--- src/logic/ptp_stamp_pkg.sv ---
// Package for the per-port egress timestamp interrupt block.
// Assumes a classic Wishbone slave with 32-bit data and byte addresses.
package ptp_stamp_pkg;

  // ----------------------------------------
  // Register byte offsets
  // ----------------------------------------
  localparam logic [7:0] STATUS_OFFSET = 8'h14;
  localparam logic [7:0] ENABLE_OFFSET = 8'h16;
  localparam logic [7:0] LINK_DELAY_OFFSET = 8'h18;
  localparam logic [7:0] SYNC_TIME_OFFSET = 8'h0c;
  localparam logic [7:0] PORT_SUMMARY_OFFSET = 8'h20;
  localparam logic [7:0] IRQ_MASK_OFFSET = 8'h24;

  // ----------------------------------------
  // Field positions and reset values
  // ----------------------------------------
  localparam int SYNC_BIT = 15;
  localparam int DELAY_REQ_BIT = 14;
  localparam int PDELAY_RESP_BIT = 13;
  localparam int SUMMARY_STATUS_BIT = 0;
  localparam int SUMMARY_ENABLE_BIT = 1;
  localparam logic [2:0] FLAGS_RESET = 3'h0;
  localparam logic [2:0] ALLOW_RESET = 3'h0;
  localparam logic [2:0] MASK_RESET = 3'h0;
  localparam logic [31:0] LINK_DELAY_RESET = 32'h00000000;
  localparam logic [31:0] SYNC_TIME_RESET = 32'h00000000;

  // ----------------------------------------
  // Carriers
  // ----------------------------------------
  typedef struct packed {
    logic syncDone;
    logic delayReqDone;
    logic pdelayRespDone;
    logic [31:0] syncTime;
  } capture_s;

  typedef struct packed {
    logic cyc;
    logic stb;
    logic we;
    logic [3:0] sel;
    logic [7:0] adr;
    logic [31:0] dat;
  } wb_req_s;

  typedef struct packed {
    logic [2:0] flags;
    logic [2:0] allow;
    logic [2:0] mask;
    logic [31:0] linkDelay;
    logic [31:0] syncTime;
    logic ack;
    logic [31:0] rdata;
    logic irq;
    logic summaryStatus;
    logic summaryEnable;
  } state_s;

endpackage : ptp_stamp_pkg

--- src/logic/ptp_port_timestamp_irq.sv ---
// Per-port egress timestamp flags, enables, link delay and sync time.
// Assumes capture pulses from the timestamp datapath, synchronous to ref_clk.
//
// The placing of the registers and the Wishbone register port were decided locally.

module ptp_port_timestamp_irq
  import ptp_stamp_pkg::*;
(
  input wire logic ref_clk,
  input wire logic reset,
  input wire capture_s capture,
  input wire wb_req_s wbReq,
  output logic [31:0] wbDatO,
  output logic wbAck,
  output logic irq,
  output logic summaryStatus,
  output logic summaryEnable
);

  state_s state_reg;
  state_s state_next;

  // ----------------------------------------
  // Bus decode
  // ----------------------------------------
  function automatic logic [31:0] lane_merge(input logic [31:0] old, input logic [31:0] wr, input logic [3:0] sel);
    logic [31:0] res;
    res = old;
    for (int i = 0; i < 4; i++) begin
      if (sel[i]) begin
        res[i*8 +: 8] = wr[i*8 +: 8];
      end
    end
    return res;
  endfunction : lane_merge

  function automatic logic [2:0] pick_class(input logic [31:0] w);
    return {w[SYNC_BIT], w[DELAY_REQ_BIT], w[PDELAY_RESP_BIT]};
  endfunction : pick_class

  function automatic logic [31:0] place_class(input logic [2:0] c);
    logic [31:0] w;
    w = 32'h00000000;
    w[SYNC_BIT] = c[2];
    w[DELAY_REQ_BIT] = c[1];
    w[PDELAY_RESP_BIT] = c[0];
    return w;
  endfunction : place_class

  logic access;
  logic wrStrobe;
  logic [31:0] wrWord;
  logic [2:0] events;

  always_comb begin
    // Ack toggles off after one cycle so each request sees exactly one ack
    access = wbReq.cyc && wbReq.stb && !state_reg.ack;
    wrStrobe = access && wbReq.we;
    wrWord = lane_merge(32'h00000000, wbReq.dat, wbReq.sel);
    events = {capture.syncDone, capture.delayReqDone, capture.pdelayRespDone};
  end

  // ----------------------------------------
  // Next state
  // ----------------------------------------
  always_comb begin
    state_next = state_reg;
    state_next.ack = access;
    state_next.rdata = 32'h00000000;

    if (wrStrobe && wbReq.adr == STATUS_OFFSET) begin
      state_next.flags = state_reg.flags & ~pick_class(wrWord);
    end
    state_next.flags = state_next.flags | events;

    if (wrStrobe && wbReq.adr == ENABLE_OFFSET) begin
      state_next.allow = pick_class(lane_merge(place_class(state_reg.allow), wbReq.dat, wbReq.sel));
    end
    if (wrStrobe && wbReq.adr == IRQ_MASK_OFFSET) begin
      state_next.mask = pick_class(lane_merge(place_class(state_reg.mask), wbReq.dat, wbReq.sel));
    end
    if (wrStrobe && wbReq.adr == LINK_DELAY_OFFSET) begin
      state_next.linkDelay = lane_merge(state_reg.linkDelay, wbReq.dat, wbReq.sel);
    end
    if (capture.syncDone) begin
      state_next.syncTime = capture.syncTime;
    end

    if (access && !wbReq.we) begin
      case (wbReq.adr)
        STATUS_OFFSET: state_next.rdata = place_class(state_reg.flags);
        ENABLE_OFFSET: state_next.rdata = place_class(state_reg.allow);
        LINK_DELAY_OFFSET: state_next.rdata = state_reg.linkDelay;
        SYNC_TIME_OFFSET: state_next.rdata = state_reg.syncTime;
        PORT_SUMMARY_OFFSET: begin
          state_next.rdata[SUMMARY_STATUS_BIT] = state_reg.summaryStatus;
          state_next.rdata[SUMMARY_ENABLE_BIT] = state_reg.summaryEnable;
        end
        IRQ_MASK_OFFSET: state_next.rdata = place_class(state_reg.mask);
        // Unmapped addresses read zero and still ack, so the bus never hangs
        default: state_next.rdata = 32'h00000000;
      endcase
    end

    state_next.summaryStatus = |state_next.flags;
    state_next.summaryEnable = |state_next.allow;
    // Class enables and the mask both gate the line
    state_next.irq = |(state_next.flags & state_next.allow & state_next.mask);
  end

  // ----------------------------------------
  // State register
  // ----------------------------------------
  always_ff @(posedge ref_clk) begin
    if (reset) begin
      state_reg <= '0;
      state_reg.flags <= FLAGS_RESET;
      state_reg.allow <= ALLOW_RESET;
      state_reg.mask <= MASK_RESET;
      state_reg.linkDelay <= LINK_DELAY_RESET;
      state_reg.syncTime <= SYNC_TIME_RESET;
    end else begin
      state_reg <= state_next;
    end
  end

  assign wbDatO = state_reg.rdata;
  assign wbAck = state_reg.ack;
  assign irq = state_reg.irq;
  assign summaryStatus = state_reg.summaryStatus;
  assign summaryEnable = state_reg.summaryEnable;

  // ----------------------------------------
  // Checks
  // ----------------------------------------
  property p_sync_set;
    @(posedge ref_clk) disable iff (reset) capture.syncDone |=> state_reg.flags[2];
  endproperty
  a_sync_set: assert property (p_sync_set) else $error("sync flag not set");

  property p_dreq_set;
    @(posedge ref_clk) disable iff (reset) capture.delayReqDone |=> state_reg.flags[1];
  endproperty
  a_dreq_set: assert property (p_dreq_set) else $error("delay request flag not set");

  property p_resp_set;
    @(posedge ref_clk) disable iff (reset) capture.pdelayRespDone |=> state_reg.flags[0];
  endproperty
  a_resp_set: assert property (p_resp_set) else $error("response flag not set");

  property p_summary;
    @(posedge ref_clk) disable iff (reset) summaryStatus == (|state_reg.flags);
  endproperty
  a_summary: assert property (p_summary) else $error("summary status mismatch");

  property p_enable_write;
    @(posedge ref_clk) disable iff (reset)
      wrStrobe && wbReq.adr == ENABLE_OFFSET && wbReq.sel[1] |=> state_reg.allow[2] == $past(wbReq.dat[SYNC_BIT]);
  endproperty
  a_enable_write: assert property (p_enable_write) else $error("enable write lost");

  property p_summary_en;
    @(posedge ref_clk) disable iff (reset) summaryEnable == (|state_reg.allow);
  endproperty
  a_summary_en: assert property (p_summary_en) else $error("summary enable mismatch");

  property p_delay_hold;
    @(posedge ref_clk) disable iff (reset)
      !(wrStrobe && wbReq.adr == LINK_DELAY_OFFSET) |=> $stable(state_reg.linkDelay);
  endproperty
  a_delay_hold: assert property (p_delay_hold) else $error("link delay changed");

  property p_sync_time;
    @(posedge ref_clk) disable iff (reset) capture.syncDone |=> state_reg.syncTime == $past(capture.syncTime);
  endproperty
  a_sync_time: assert property (p_sync_time) else $error("sync time not latched");

  property p_flag_sticky;
    @(posedge ref_clk) disable iff (reset)
      state_reg.flags[2] && !(wrStrobe && wbReq.adr == STATUS_OFFSET) |=> state_reg.flags[2];
  endproperty
  a_flag_sticky: assert property (p_flag_sticky) else $error("flag dropped");

  property p_ack_once;
    @(posedge ref_clk) disable iff (reset) wbAck |=> !wbAck;
  endproperty
  a_ack_once: assert property (p_ack_once) else $error("ack held two cycles");

  // ----------------------------------------
  // Flag and register checks
  // ----------------------------------------
  property p_summary_rise;
    @(posedge ref_clk) disable iff (reset)
      (|events) |=> summaryStatus;
  endproperty
  a_summary_rise: assert property (p_summary_rise) else $error("summary status late");

  property p_sync_clear;
    @(posedge ref_clk) disable iff (reset)
      wrStrobe && wbReq.adr == STATUS_OFFSET && wrWord[SYNC_BIT] && !capture.syncDone
      |=> !state_reg.flags[2];
  endproperty
  a_sync_clear: assert property (p_sync_clear) else $error("sync flag not cleared");

  property p_dreq_clear;
    @(posedge ref_clk) disable iff (reset)
      wrStrobe && wbReq.adr == STATUS_OFFSET && wrWord[DELAY_REQ_BIT] && !capture.delayReqDone
      |=> !state_reg.flags[1];
  endproperty
  a_dreq_clear: assert property (p_dreq_clear) else $error("delay request flag not cleared");

  property p_resp_clear;
    @(posedge ref_clk) disable iff (reset)
      wrStrobe && wbReq.adr == STATUS_OFFSET && wrWord[PDELAY_RESP_BIT] && !capture.pdelayRespDone
      |=> !state_reg.flags[0];
  endproperty
  a_resp_clear: assert property (p_resp_clear) else $error("response flag not cleared");

  property p_no_spurious;
    @(posedge ref_clk) disable iff (reset)
      !(|events) |=> (state_reg.flags & ~$past(state_reg.flags)) == 3'h0;
  endproperty
  a_no_spurious: assert property (p_no_spurious) else $error("flag set without event");

  property p_all_sticky;
    @(posedge ref_clk) disable iff (reset)
      !(wrStrobe && wbReq.adr == STATUS_OFFSET)
      |=> (state_reg.flags & $past(state_reg.flags)) == $past(state_reg.flags);
  endproperty
  a_all_sticky: assert property (p_all_sticky) else $error("flag dropped without clear");

  property p_allow_hold;
    @(posedge ref_clk) disable iff (reset)
      !(wrStrobe && wbReq.adr == ENABLE_OFFSET) |=> $stable(state_reg.allow);
  endproperty
  a_allow_hold: assert property (p_allow_hold) else $error("enable changed without write");

  property p_delay_write;
    @(posedge ref_clk) disable iff (reset)
      wrStrobe && wbReq.adr == LINK_DELAY_OFFSET && wbReq.sel == 4'hf
      |=> state_reg.linkDelay == $past(wbReq.dat);
  endproperty
  a_delay_write: assert property (p_delay_write) else $error("link delay write lost");

  property p_sync_time_hold;
    @(posedge ref_clk) disable iff (reset)
      !capture.syncDone |=> $stable(state_reg.syncTime);
  endproperty
  a_sync_time_hold: assert property (p_sync_time_hold) else $error("sync time changed");

  property p_summary_en_rise;
    @(posedge ref_clk) disable iff (reset)
      wrStrobe && wbReq.adr == ENABLE_OFFSET && wbReq.sel[1] && wbReq.dat[SYNC_BIT] |=> summaryEnable;
  endproperty
  a_summary_en_rise: assert property (p_summary_en_rise) else $error("summary enable late");

  property p_irq_needs_both;
    @(posedge ref_clk) disable iff (reset)
      irq |-> summaryStatus && summaryEnable;
  endproperty
  a_irq_needs_both: assert property (p_irq_needs_both) else $error("irq without flag and enable");

  // ----------------------------------------
  // Bus checks
  // ----------------------------------------
  // Registered ack costs a cycle but keeps every output straight from a flop
  property p_ack_answer;
    @(posedge ref_clk) disable iff (reset)
      access |=> wbAck;
  endproperty
  a_ack_answer: assert property (p_ack_answer) else $error("request not acked");

  property p_ack_idle;
    @(posedge ref_clk) disable iff (reset)
      !access |=> !wbAck;
  endproperty
  a_ack_idle: assert property (p_ack_idle) else $error("ack without request");

  property p_rdata_idle;
    @(posedge ref_clk) disable iff (reset)
      !wbAck |-> wbDatO == 32'h00000000;
  endproperty
  a_rdata_idle: assert property (p_rdata_idle) else $error("read data outside ack");

  property p_status_read;
    @(posedge ref_clk) disable iff (reset)
      access && !wbReq.we && wbReq.adr == STATUS_OFFSET
      |=> wbDatO[SYNC_BIT] == $past(state_reg.flags[2]) && wbDatO[12:0] == 13'h0;
  endproperty
  a_status_read: assert property (p_status_read) else $error("status readback wrong");

  property p_enable_read;
    @(posedge ref_clk) disable iff (reset)
      access && !wbReq.we && wbReq.adr == ENABLE_OFFSET
      |=> wbDatO[DELAY_REQ_BIT] == $past(state_reg.allow[1]) && wbDatO[31:16] == 16'h0;
  endproperty
  a_enable_read: assert property (p_enable_read) else $error("enable readback wrong");

endmodule : ptp_port_timestamp_irq

--- config.mk ---
export PLATFORM = sky130hd
export DESIGN_NAME = ptp_port_timestamp_irq
export DESIGN_NICKNAME = d
export VERILOG_FILES = /design/src/logic/ptp_stamp_pkg.sv /design/src/logic/ptp_port_timestamp_irq.sv
export SDC_FILE = /design/constraint.sdc
export NUM_CORES = 1
export LEC_CHECK = 0
export BUFFER_PORTS_ARGS = -buffer_cell sky130_fd_sc_hd__buf_2
export CAP_MARGIN = 20
export CORE_MARGIN = 5
export CORE_UTILIZATION = 45
export CTS_CLUSTER_SIZE = 30
export DETAILED_ROUTE_END_ITERATION = 8
export GPL_TIMING_DRIVEN = 0
export PLACE_DENSITY = 0.75
export SETUP_SLACK_MARGIN = 0.05
export SYNTH_ARGS = -nofsm -noshare
export SYNTH_HDL_FRONTEND = slang
export SYNTH_SLANG_ARGS = --single-unit
--- constraint.sdc ---
create_clock -name ref_clk -period 3.3 [get_ports ref_clk]
set_input_delay 0.33 -clock ref_clk [delete_from_list [all_inputs] [get_ports ref_clk]]
set_output_delay 0.33 -clock ref_clk [all_outputs]
set_load 0.01 [all_outputs]
[After elaboration in Yosys (flattened, before gate mapping)]
Cells that the tools add are included.
Storage, ports and cells
  output and inout port bits: 36
  register bits: 109
  word-level logic and storage cells: 51
Cells by class
  reduce and logical (&&, ||, !) cells: 18
  multiplexer cells: 8
  equality and inequality tests: 6
  bitwise logic cells: 6
Operators by type and width (number)
  $pmux W30 S5: 1
  $eq A8 B5 Y1 const B: 3
  $mux W8: 3
  $eq A8 B6 Y1 const B: 2
  $and A3 B3 Y3: 3
  $mux W3: 3
  $reduce_or A3 Y1: 3
  $eq A8 B4 Y1 const B: 1
  $logic_and A1 B1 Y1: 8
  $reduce_and A2 Y1: 4
  $pmux W2 S3: 1
  $not A3 Y3: 1
  $or A3 B3 Y3: 1
  $logic_not A1 Y1: 2
  $reduce_or A2 Y1: 1
  $not A1 Y1: 1

[Logic depth before layout (Yosys ltp)]
Gate-level depths: netlist (run 1).
  depth in word-level cells: 9
  gate-level depth with buffers: 7
  depth with buffers taken out: 6

[Least setup slack after synthesis (run 1)]
OpenSTA, ideal clock, no wires.
  kind: input to register
  start: in wbReq[32] in the netlist's numbering
  end: reg state_reg (netlist bit irq)
  slack: 1.591 ns
  cell stages on the path: 5
  data required time: 3.221 ns
  arrival: 1.630 ns
  cell sequence: nor4b_1 > nand4_2 > mux2i_1 > or4_1 > o211ai_1
Between the ends
  word-level cells in the longest chain between the ends: 7
  elaborated cells on any way between the ends: 13
  classes of those cells: eq/ne: 3; mux: 3; bitwise: 3; reduce/logical: 4
RTL lines
  start, declared: RTL line ptp_port_timestamp_irq.sv:12  | input wire wb_req_s wbReq,
  $eq A8 B5 Y1: RTL line ptp_port_timestamp_irq.sv:71  | if (wrStrobe && wbReq.adr == STATUS_OFFSET) begin
  $logic_and A1 B1 Y1: RTL line ptp_port_timestamp_irq.sv:71
  $mux W3: RTL line ptp_port_timestamp_irq.sv:71
  $or A3 B3 Y3: RTL line ptp_port_timestamp_irq.sv:74  | state_next.flags = state_next.flags | events;
  $and A3 B3 Y3: RTL line ptp_port_timestamp_irq.sv:108  | state_next.irq = |(state_next.flags & state_next.allow & state_next.mask);
  $and A3 B3 Y3 (*): RTL line ptp_port_timestamp_irq.sv:108
  $reduce_or A3 Y1 (*): RTL line ptp_port_timestamp_irq.sv:108
  end signal, assigned: RTL line ptp_port_timestamp_irq.sv:123  | state_reg <= state_next;
  end, declared: RTL line ptp_port_timestamp_irq.sv:20  | state_s state_reg;
Mark *: on every way between the ends. The rest lies on a longest branch, timed or not.
A chain may end at the register's enable or synchronous reset.

[Worst setup path in the final report (run 1)]
  start: reg state_reg (netlist bit wbAck)
  end: reg state_reg (netlist bit irq)
Between the ends
  word-level cells in the longest chain between the ends: 9
  elaborated cells on any way between the ends: 13
  classes of those cells: mux: 3; bitwise: 3; reduce/logical: 7
RTL lines
  $logic_not A1 Y1 (*): RTL line ptp_port_timestamp_irq.sv:57  | access = wbReq.cyc && wbReq.stb && !state_reg.ack;
  $logic_and A1 B1 Y1 (*): RTL line ptp_port_timestamp_irq.sv:57
  $logic_and A1 B1 Y1 (*): RTL line ptp_port_timestamp_irq.sv:58  | wrStrobe = access && wbReq.we;
  $logic_and A1 B1 Y1: RTL line ptp_port_timestamp_irq.sv:71
  $mux W3: RTL line ptp_port_timestamp_irq.sv:71
  $or A3 B3 Y3: RTL line ptp_port_timestamp_irq.sv:74
  $and A3 B3 Y3: RTL line ptp_port_timestamp_irq.sv:108
  $and A3 B3 Y3 (*): RTL line ptp_port_timestamp_irq.sv:108
  $reduce_or A3 Y1 (*): RTL line ptp_port_timestamp_irq.sv:108
Marks and branches as above.

==> results of run 1 <==
## final timing paths
check | startpoint | slack (ns) | end
setup reg to reg | wbAck$_SDFF_PP0_ | 1.49 | irq$_SDFF_PP0_
hold reg to reg | state_reg[80]$_SDFFE_PP0P_ | 0.47 | state_reg[80]$_SDFFE_PP0P_
hold / removal | wbReq[26] | 0.18 | state_reg[94]$_SDFFE_PP0P_
setup / recovery | wbAck$_SDFF_PP0_ | 1.49 | irq$_SDFF_PP0_
## through the flow
step / worst slack [ns] / hold slack [ns] / cells / total power (uW)
after floorplan: 1.591 / 0.4073 / 437 / 1457
after global placement: 1.226 / 0.4402 / 684 / 1538
after detailed placement: 1.223 / 0.4520 / 684 / 1542
after CTS: 1.473 / 0.1757 / 700 / 2415
after global routing: 1.347 / 0.1870 / 700 / 2490
final: 1.493 / 0.1816 / 700 / 2404
## cell families after synthesis
| logic type | after synthesis | synth area share, % |
|---|---|---|
| simple gates | 145 | 16.35 |
| mux | 61 | 14.17 |
| buf+inv | 62 | 9.033 |
| flops | 109 | 50.65 |
| compound gates | 60 | 9.788 |
## final cells by class
| type | instances | area, um2 | area share (%) |
|---|---|---|---|
| multi-input combinational | 266 | 1737 | 32.88 |
| sequential | 109 | 2182 | 41.32 |
| clock buffer | 10 | 127.6 | 2.416 |
| timing repair buffer | 118 | 590.6 | 11.18 |
| inverter | 3 | 11.26 | 0.2132 |
| clock inverter | 6 | 93.84 | 1.777 |
| buffer | 59 | 377.9 | 7.155 |
| tap | 129 | 161.4 | 3.056 |
## report_power, final
group	switching, uW	internal [uW]	total, uW
Sequential	14.9	1340	1360
Clock	457	435	892
Combinational	81.6	72.9	154
Total	554	1850	2400
## synthesized netlist by cell type (all sizes together), types with 2 or more instances
| cell | instances | share of area (%) |
|---|---|---|
| dfxtp | 109 | 51 |
| nor2 | 91 | 7.9 |
| mux2i | 61 | 14 |
| buf | 48 | 7.8 |
| a22oi | 34 | 5.9 |
| nand2 | 23 | 2.0 |
| a21oi | 14 | 1.6 |
| clkbuf | 11 | 0.96 |
| and2 | 7 | 1.2 |
| nand3 | 4 | 1.3 |
| a31oi | 3 | 0.44 |
| and4b | 3 | 0.70 |
| inv | 3 | 0.26 |
| nand4 | 3 | 0.58 |
| nor3 | 3 | 0.35 |
| nor2b | 2 | 0.29 |
## per-layer routing
layer	global-route usage [%]	wire length, um	vias up
met1	23.27	4670	1622
met2	30.11	5079	105
met3	3.299	503	17
met4	6.943	231	0
li1	-	-	1727
met5	0	0	-
## critical path: stages (launching register included)
cell	delay, ns
dfxtp_1	0.33
and4b_1	0.26
buf_6	0.17
nand4_2	0.18
mux2i_1	0.21
or4_1	0.48
o211ai_1	0.11
==> flow_summary.toml, run 1 <==
[outcome]
status = "completed"

[clock_network]
numCtsBuffers = 9
clock_path_buffers = 2
post-cts-setup-buffers = 0
h-tree-depth = 3
cts_resized = 0
clockRootBuffer = "clkbuf_8"
cts_hold_buf = 0
cts.sinks = 109
clk_pin_slew_ns = 0.11
clk_latency_ns = 0.38
tritoncts = "done"

[sta]
drv_slew = 0
fin_crit_sh_pct = 54.77
rsz0062_at_grt = "no"
fin_setup_tns_ns = 0
fmax_mhz = 553.3
worst_pin_slew_ns = 0.5910
relSlewSlack_pct = 60.60
hold_viol = 0
setup_viol = 0
finClkSkew_ns = 0.01680
period_needed_ns = 1.807

[route]
vias_per_cell = 4.959
drt_iter0_drc = 134
drc_errors = 0
route.vias.total = 3471
firstDrtPassIters = 5
ant_nets = 0
drt_wl_total_um = 10480
routedWlPerCell_um = 14.98

[floorplan]
ios = 120
rows = 35
core_um2 = 9284
die_y_um = 107.8
dieArea_um2 = 11630
die_w_um = 107.8
initial_core_util_pct = 46.40

[cells_and_area]
layout_common_cells = "126 x buf_2, 109 x dfxtp_1, 91 x nor2_1"
largest_reg_flops = 73
layout_commonest_cell = "buf_2"
nets = 650
post-route-util_pct = 56.89
design_area_um2 = 5281
drive_gt1_share_pct = 33.27
fill_cells = 869
area_growth_pct = 22.60
antennaDiodeCount = 0

[yosys]
syn_inst = 437
synth_seq_cells = 109
ys.flop_type = "dfxtp_1"
async_flop_share_pct = 0
synth_nets = 521
ys_types = 43
synth_edf_count = 0
synth.avg_cell_area_um2 = 9.858
netlist_area_um2 = 4308
ys.warnings.count = 0
ys_seq_area_share_pct = 50.65

[power]
peakVddDrop_uv = 267.0
power.static_leakage_uw = 0.002523
power_density_nw_per_um2 = 455.2

[setup_path]
cp-start-kind = "flop"
r2r_cells = 6
crit_type = "reg -> reg"
worstSetupEndpointType = "flop"
cp.arrival_ns = 2.09
worstPathRequired_ns = 3.59
cp_max_fo = 8

[global_route]
grt_pass1_vias = 3496
grt_pass1_wl_um = 16630
grt_start_max_net_pins = 19
grt_overflow = 0
antenna_found_initial = 0
grt_util_all_layers_pct = 18.11

[place]
io_buffers = 118
globalplace.congestion = 0.8813
place_area_um2 = 5060
place_hpwl_um = 7857

[flow_run]
drv_cap = 0

[hold_path]
hold_class = "in -> reg"
whs_path_depth = 3
No activity file was read; power rests on OpenSTA's default activity.
==> inputs of run 2 (changes only) <==
--- a/config.mk
+++ b/config.mk
@@ -12,7 +12,7 @@
 export CTS_CLUSTER_SIZE = 30
 export DETAILED_ROUTE_END_ITERATION = 8
 export GPL_TIMING_DRIVEN = 0
-export PLACE_DENSITY = 0.75
+export PLACE_DENSITY = 0.78
 export SETUP_SLACK_MARGIN = 0.05
 export SYNTH_ARGS = -nofsm -noshare
 export SYNTH_HDL_FRONTEND = slang
==> constraint.sdc (replaced) <==
create_clock -name ref_clk -period 1.6 [get_ports ref_clk]
set_input_delay 0.16 -clock ref_clk [delete_from_list [all_inputs] [get_ports ref_clk]]
set_output_delay 0.16 -clock ref_clk [all_outputs]
set_load 0.01 [all_outputs]
==> run 2 against run 1 <==
The run now ends with negative setup slack left. Flip-flop and latch count unchanged. Global-route usage increased by 0.18 points. Sequential power increased by 110%. Hold slack got worse by 0.16 ns. Clock skew decreased by 0.0084 ns. Sequential share of layout area decreased by 0.43 points.
==> flow_summary.toml, run 2 (synthesis gave the netlist of run 1 again) <==
[route]
ant_nets = 0
drt_iter0_drc = 206
firstDrtPassIters = 6
drc_errors = 0
vias_per_cell = 5.070
drt_wl_total_um = 10720
route.vias.total = 3574
routedWlPerCell_um = 15.21

[power]
power.static_leakage_uw = 0.002526
comb_power_share_pct = 6.9
peakVddDrop_uv = 463.8
power_density_nw_per_um2 = 896.2
internal_power_uw = 3694
power_switching_uw = 1092
p_seq_share_pct = 58.5
switching_share_pct = 22.82
clock_power_share_pct = 34.6
power.total_uw = 4786

[hold_path]
whs_path_depth = 3
hold_path_end = "state_reg[94]$_SDFFE_PP0P_"
hp-start = "wbReq[26]"
hold_class = "in -> reg"

[clock_network]
cts.sinks = 109
clock_path_buffers = 2
tritoncts = "done"
clk_pin_slew_ns = 0.10
clockRootBuffer = "clkbuf_8"
numCtsBuffers = 9
clk_latency_ns = 0.37
h-tree-depth = 3

[sta]
period_needed_ns = 1.741
fin_ws_ns = -0.1413
setup_viol = 1
hold_viol = 0
drv_slew = 0
rsz0062_at_grt = "yes"
holdWs_ns = 0.02446
fmax_mhz = 574.3
finClkSkew_ns = 0.008364
worst_pin_slew_ns = 0.5420
relSlewSlack_pct = 63.87
fin_crit_sh_pct = 108.8

[setup_path]
r2r_slack_ns = -0.14
worstSetupEndpointType = "flop"
worstPathRequired_ns = 1.88
r2r-start = "wbAck$_SDFF_PP0_"
path_cells = "and4b_1 > buf_6 > nand4_1 > mux2i_2 > or4_1 > o211ai_1"
cp-start-kind = "flop"
cp_max_fo = 5
slowest_stage = "or4_1"
reg2reg_to = "irq$_SDFF_PP0_"
crit_type = "reg -> reg"
cp.arrival_ns = 2.02
cpPeakStageDelay_ns = 0.42
r2r_cells = 6

[place]
globalplace.congestion = 0.8876
io_buffers = 118
place_hpwl_um = 8019

[outcome]
status = "complete, but fails checks"
violations = "negative setup slack"

[floorplan]
ios = 120
die_y_um = 107.8
dieArea_um2 = 11630
die_w_um = 107.8
core_um2 = 9284
initial_core_util_pct = 46.40
rows = 35

[cells_and_area]
largest_reg_flops = 73
nets = 655
layout_common_cells = "126 x buf_2, 108 x dfxtp_1, 90 x nor2_1"
post-route-util_pct = 57.52
layout_commonest_cell = "buf_2"
antennaDiodeCount = 0
area_growth_pct = 23.96
drive_gt1_share_pct = 35.07

[global_route]
grt_pass1_wl_um = 16670
grt_util_all_layers_pct = 18.29
grt_start_max_net_pins = 17
antenna_found_initial = 0
grt_overflow = 0
grt_pass1_vias = 3544

[flow_run]
drv_cap = 0
[run 2: routing by layer]
layer,vias up,part of all wire [%],wire length [um],GRT usage (%)
met3,23,5.6,603,2.939
met4,0,2.4,257,7.845
met2,126,49,5278,30.95
met1,1686,43,4584,22.96
li1,1739,-,-,-
met5,-,0,0,0
[run 2: metrics by stage]
stage          setup WS [ns]  setup TNS [ns]  cell area, um2  cells
5_1_grt              -0.2163         -0.2725            5340    705
4_1_cts              -0.1132         -0.1132            5305    704
3_3_place_gp         -0.1654          -6.923            5076    684
2_1_floorplan     -0.0007974      -0.0007974            4324    437
3_5_place_dp         -0.2612          -9.025            5076    684
6_report             -0.1413         -0.1413            5340    705
[run 2: what timing repair did]
action / CTS / global route
setup buffers: 4 / 1
hold buffers: 0 / 0
pin swaps: 0 / 3
endpoints found under the setup margin: 13 / 29
resized for setup: 2 / 10
[run 2: area by class of cell]
type	count	area, um2
timing repair buffer	123	628.1
clock inverter	3	45.04
multi-input combinational	266	1779
sequential	109	2183
inverter	3	11.26
buffer	59	382.9
fill	841	3944
tap	129	161.4
clock buffer	13	148.9
[run 2: critical path, delay by kind of cell, from the launching register on]
family | cells | cell delay, ns
mux | 1 | 0.24
flops | 1 | 0.33
compound gates | 1 | 0.12
buf+inv | 1 | 0.12
simple gates | 3 | 0.85
[run 2: how the worst max path moves through the flow]
stage / startpoint / to / slack [ns] / cells past startpoint
floorplan: wbAck$_SDFF_PP0_ / irq$_SDFF_PP0_ / -0.0008 / 6
global placement: wbReq[33] / state_reg[71]$_SDFFE_PP0P_ / -0.17 / 7
detailed placement: wbReq[33] / state_reg[93]$_SDFFE_PP0P_ / -0.26 / 7
CTS: wbAck$_SDFF_PP0_ / irq$_SDFF_PP0_ / -0.11 / 6
global route: wbAck$_SDFF_PP0_ / irq$_SDFF_PP0_ / -0.22 / 6
finish: wbAck$_SDFF_PP0_ / irq$_SDFF_PP0_ / -0.14 / 6
[run 2: power groups by stage]
stage	clock (uW)	sequential (uW)	combinational (uW)
floorplan	0	2850	153
detailed placement	0	2860	322
CTS	1680	2800	327
global route	1780	2810	364
finish	1660	2800	330
global placement	0	2860	314
==> inputs of run 3 (changes only) <==
==> constraint.sdc (replaced) <==
create_clock -name ref_clk -period 1.45 [get_ports ref_clk]
set_input_delay 0.145 -clock ref_clk [delete_from_list [all_inputs] [get_ports ref_clk]]
set_output_delay 0.145 -clock ref_clk [all_outputs]
set_load 0.01 [all_outputs]
==> run 3 against run 2 <==
Sequential power increased by 10%. The run still ends with negative setup slack left. Wire length increased by 1.2%. Register-to-register slack got worse by 0.12 ns. Cell area increased by 3.6%. Flip-flop and latch count unchanged. Clock-buffer cell count decreased by 4. Die area unchanged. Cell count increased by 0.14%. Fmax increased by 1.7%. Total power increased by 15%. Hold slack got worse by 0.011 ns.
==> flow_summary.toml, run 3 (synthesis gave the netlist of run 1 again) <==
[sta]
period_needed_ns = 1.713
holdWs_ns = 0.01340
setup_viol = 31
rsz0062_at_grt = "yes"
fin_crit_sh_pct = 118.1
fmax_mhz = 583.8
relSlewSlack_pct = 52.20
drv_slew = 0
fin_ws_ns = -0.2629
hold_viol = 0
finClkSkew_ns = 0.008785
worst_pin_slew_ns = 0.7170

[place]
globalplace.congestion = 0.8813
io_buffers = 118
place_hpwl_um = 8033

[global_route]
grt_util_all_layers_pct = 18.24
grt_start_max_net_pins = 19
grt_pass1_vias = 3490
grt_pass1_wl_um = 16830
antenna_found_initial = 0
grt_overflow = 0

[floorplan]
dieArea_um2 = 11630
initial_core_util_pct = 46.40
core_um2 = 9284
die_w_um = 107.8
ios = 120
rows = 35
die_y_um = 107.8

[cells_and_area]
layout_common_cells = "125 x buf_2, 108 x dfxtp_1, 90 x nor2_1"
area_growth_pct = 28.38
nets = 656
largest_reg_flops = 73
regArea_um2 = 2183
fill_cells = 792
antennaDiodeCount = 0
post-route-util_pct = 59.57
multi_input_area_um2 = 1896
layout_commonest_cell = "buf_2"
drive_gt1_share_pct = 40.38

[setup_path]
cpPeakStageDelay_ns = 0.41
r2r_cells = 6
path_cells = "and4b_1 > buf_6 > nand4_1 > mux2i_1 > or4_1 > o211ai_1"
slowest_stage = "or4_1"
crit_type = "reg -> reg"
r2r-start = "wbAck$_SDFF_PP0_"
worstSetupEndpointType = "flop"
r2r_slack_ns = -0.26
cp.arrival_ns = 1.99
reg2reg_to = "irq$_SDFF_PP0_"
cp-start-kind = "flop"
cp_max_fo = 5
worstPathRequired_ns = 1.73

[power]
power.static_leakage_uw = 0.002643
power_density_nw_per_um2 = 991.5
peakVddDrop_uv = 588.9

[hold_path]
hold_path_end = "state_reg[56]$_SDFFE_PP0P_"
hold_class = "in -> reg"
whs_path_depth = 3
hp-start = "capture[20]"

[route]
route.vias.total = 3517
ant_nets = 0
vias_per_cell = 4.982
routedWlPerCell_um = 15.37
drt_wl_total_um = 10850
firstDrtPassIters = 6
drc_errors = 0
drt_iter0_drc = 321

[clock_network]
clockRootBuffer = "clkbuf_8"
clk_pin_slew_ns = 0.10
cts_hold_buf = 0
clock_path_buffers = 2
clk_latency_ns = 0.36
h-tree-depth = 3
tritoncts = "done"
numCtsBuffers = 9
cts.sinks = 109

[flow_run]
drv_cap = 0

[outcome]
status = "complete, but fails checks"
violations = "negative setup slack"
-- run 3: cell types whose count changed in the layout (fill, tap and decap cells not counted), sizes merged --
| cell | change |
|---|---|
| clkinvlp | -1 |
| inv | +2 |
| clkbuf | -7 |
| clkinv | +2 |
| buf | +4 |
| bufinv | +1 |
-- run 3: timing repair --
| action | in CTS | in global routing |
|---|---|---|
| endpoints found under the setup margin | 26 | 52 |
| pin swaps | 8 | 11 |
| gates resized for setup | 16 | 38 |
| buffers inserted | 5 | 2 |
-- run 3: through the flow --
step | power (uW) | setup TNS [ns] | setup WS (ns) | instance area (um2) | cells
2_1_floorplan | 3318 | -0.2625 | -0.1508 | 4328 | 437
3_3_place_gp | 3501 | -14.91 | -0.3113 | 5080 | 684
3_5_place_dp | 3513 | -16.19 | -0.3527 | 5080 | 684
4_1_cts | 5490 | -1.122 | -0.2695 | 5383 | 705
5_1_grt | 5700 | -3.204 | -0.3383 | 5530 | 706
6_report | 5483 | -0.9533 | -0.2629 | 5530 | 706
-- run 3: worst max path at each step --
stage	startpoint	endpoint	slack, ns	depth (start not counted)
detailed placement	wbReq[38]	irq$_SDFF_PP0_	-0.35	7
global route	wbAck$_SDFF_PP0_	irq$_SDFF_PP0_	-0.34	6
floorplan	wbAck$_SDFF_PP0_	irq$_SDFF_PP0_	-0.15	6
global placement	wbReq[38]	irq$_SDFF_PP0_	-0.31	6
CTS	wbAck$_SDFF_PP0_	irq$_SDFF_PP0_	-0.27	6
finish	wbAck$_SDFF_PP0_	irq$_SDFF_PP0_	-0.26	6
-- run 3: final cells by class --
| class | instances | area share [%] |
|---|---|---|
| flip-flops and latches | 109 | 39.48 |
| multi-input cells | 266 | 34.28 |
| repair buffers | 125 | 11.83 |
| plain buffers | 58 | 7.330 |
| well taps | 129 | 2.919 |
| clock buffers | 9 | 2.240 |
| clock inverters | 7 | 1.719 |
| inverters | 3 | 0.2036 |
-- run 3: metal layers --
| metal | track usage [%] | wire length (um) | vias up | part of all wire (%) |
|---|---|---|---|---|
| li1 | - | - | 1745 | - |
| met1 | 23.49 | 4646 | 1644 | 43 |
| met2 | 30.06 | 5303 | 113 | 49 |
| met3 | 3.719 | 703 | 15 | 6.5 |
| met4 | 6.853 | 201 | 0 | 1.9 |
| met5 | 0 | 0 | - | 0 |
-- run 3: power breakdown --
part           internal [uW]  total [uW]  switching (uW)
Combinational            181         384             203
Clock                    980        2010            1030
Sequential              3050        3090            37.2
-- run 3: critical path, delay by kind of cell, from the launching register on --
kind	cells	cell delay, ns
AND/OR/NAND/NOR	3	0.86
flip-flops	1	0.33
multiplexers	1	0.21
buffers and inverters	1	0.12
AO/OA/AOI/OAI	1	0.11
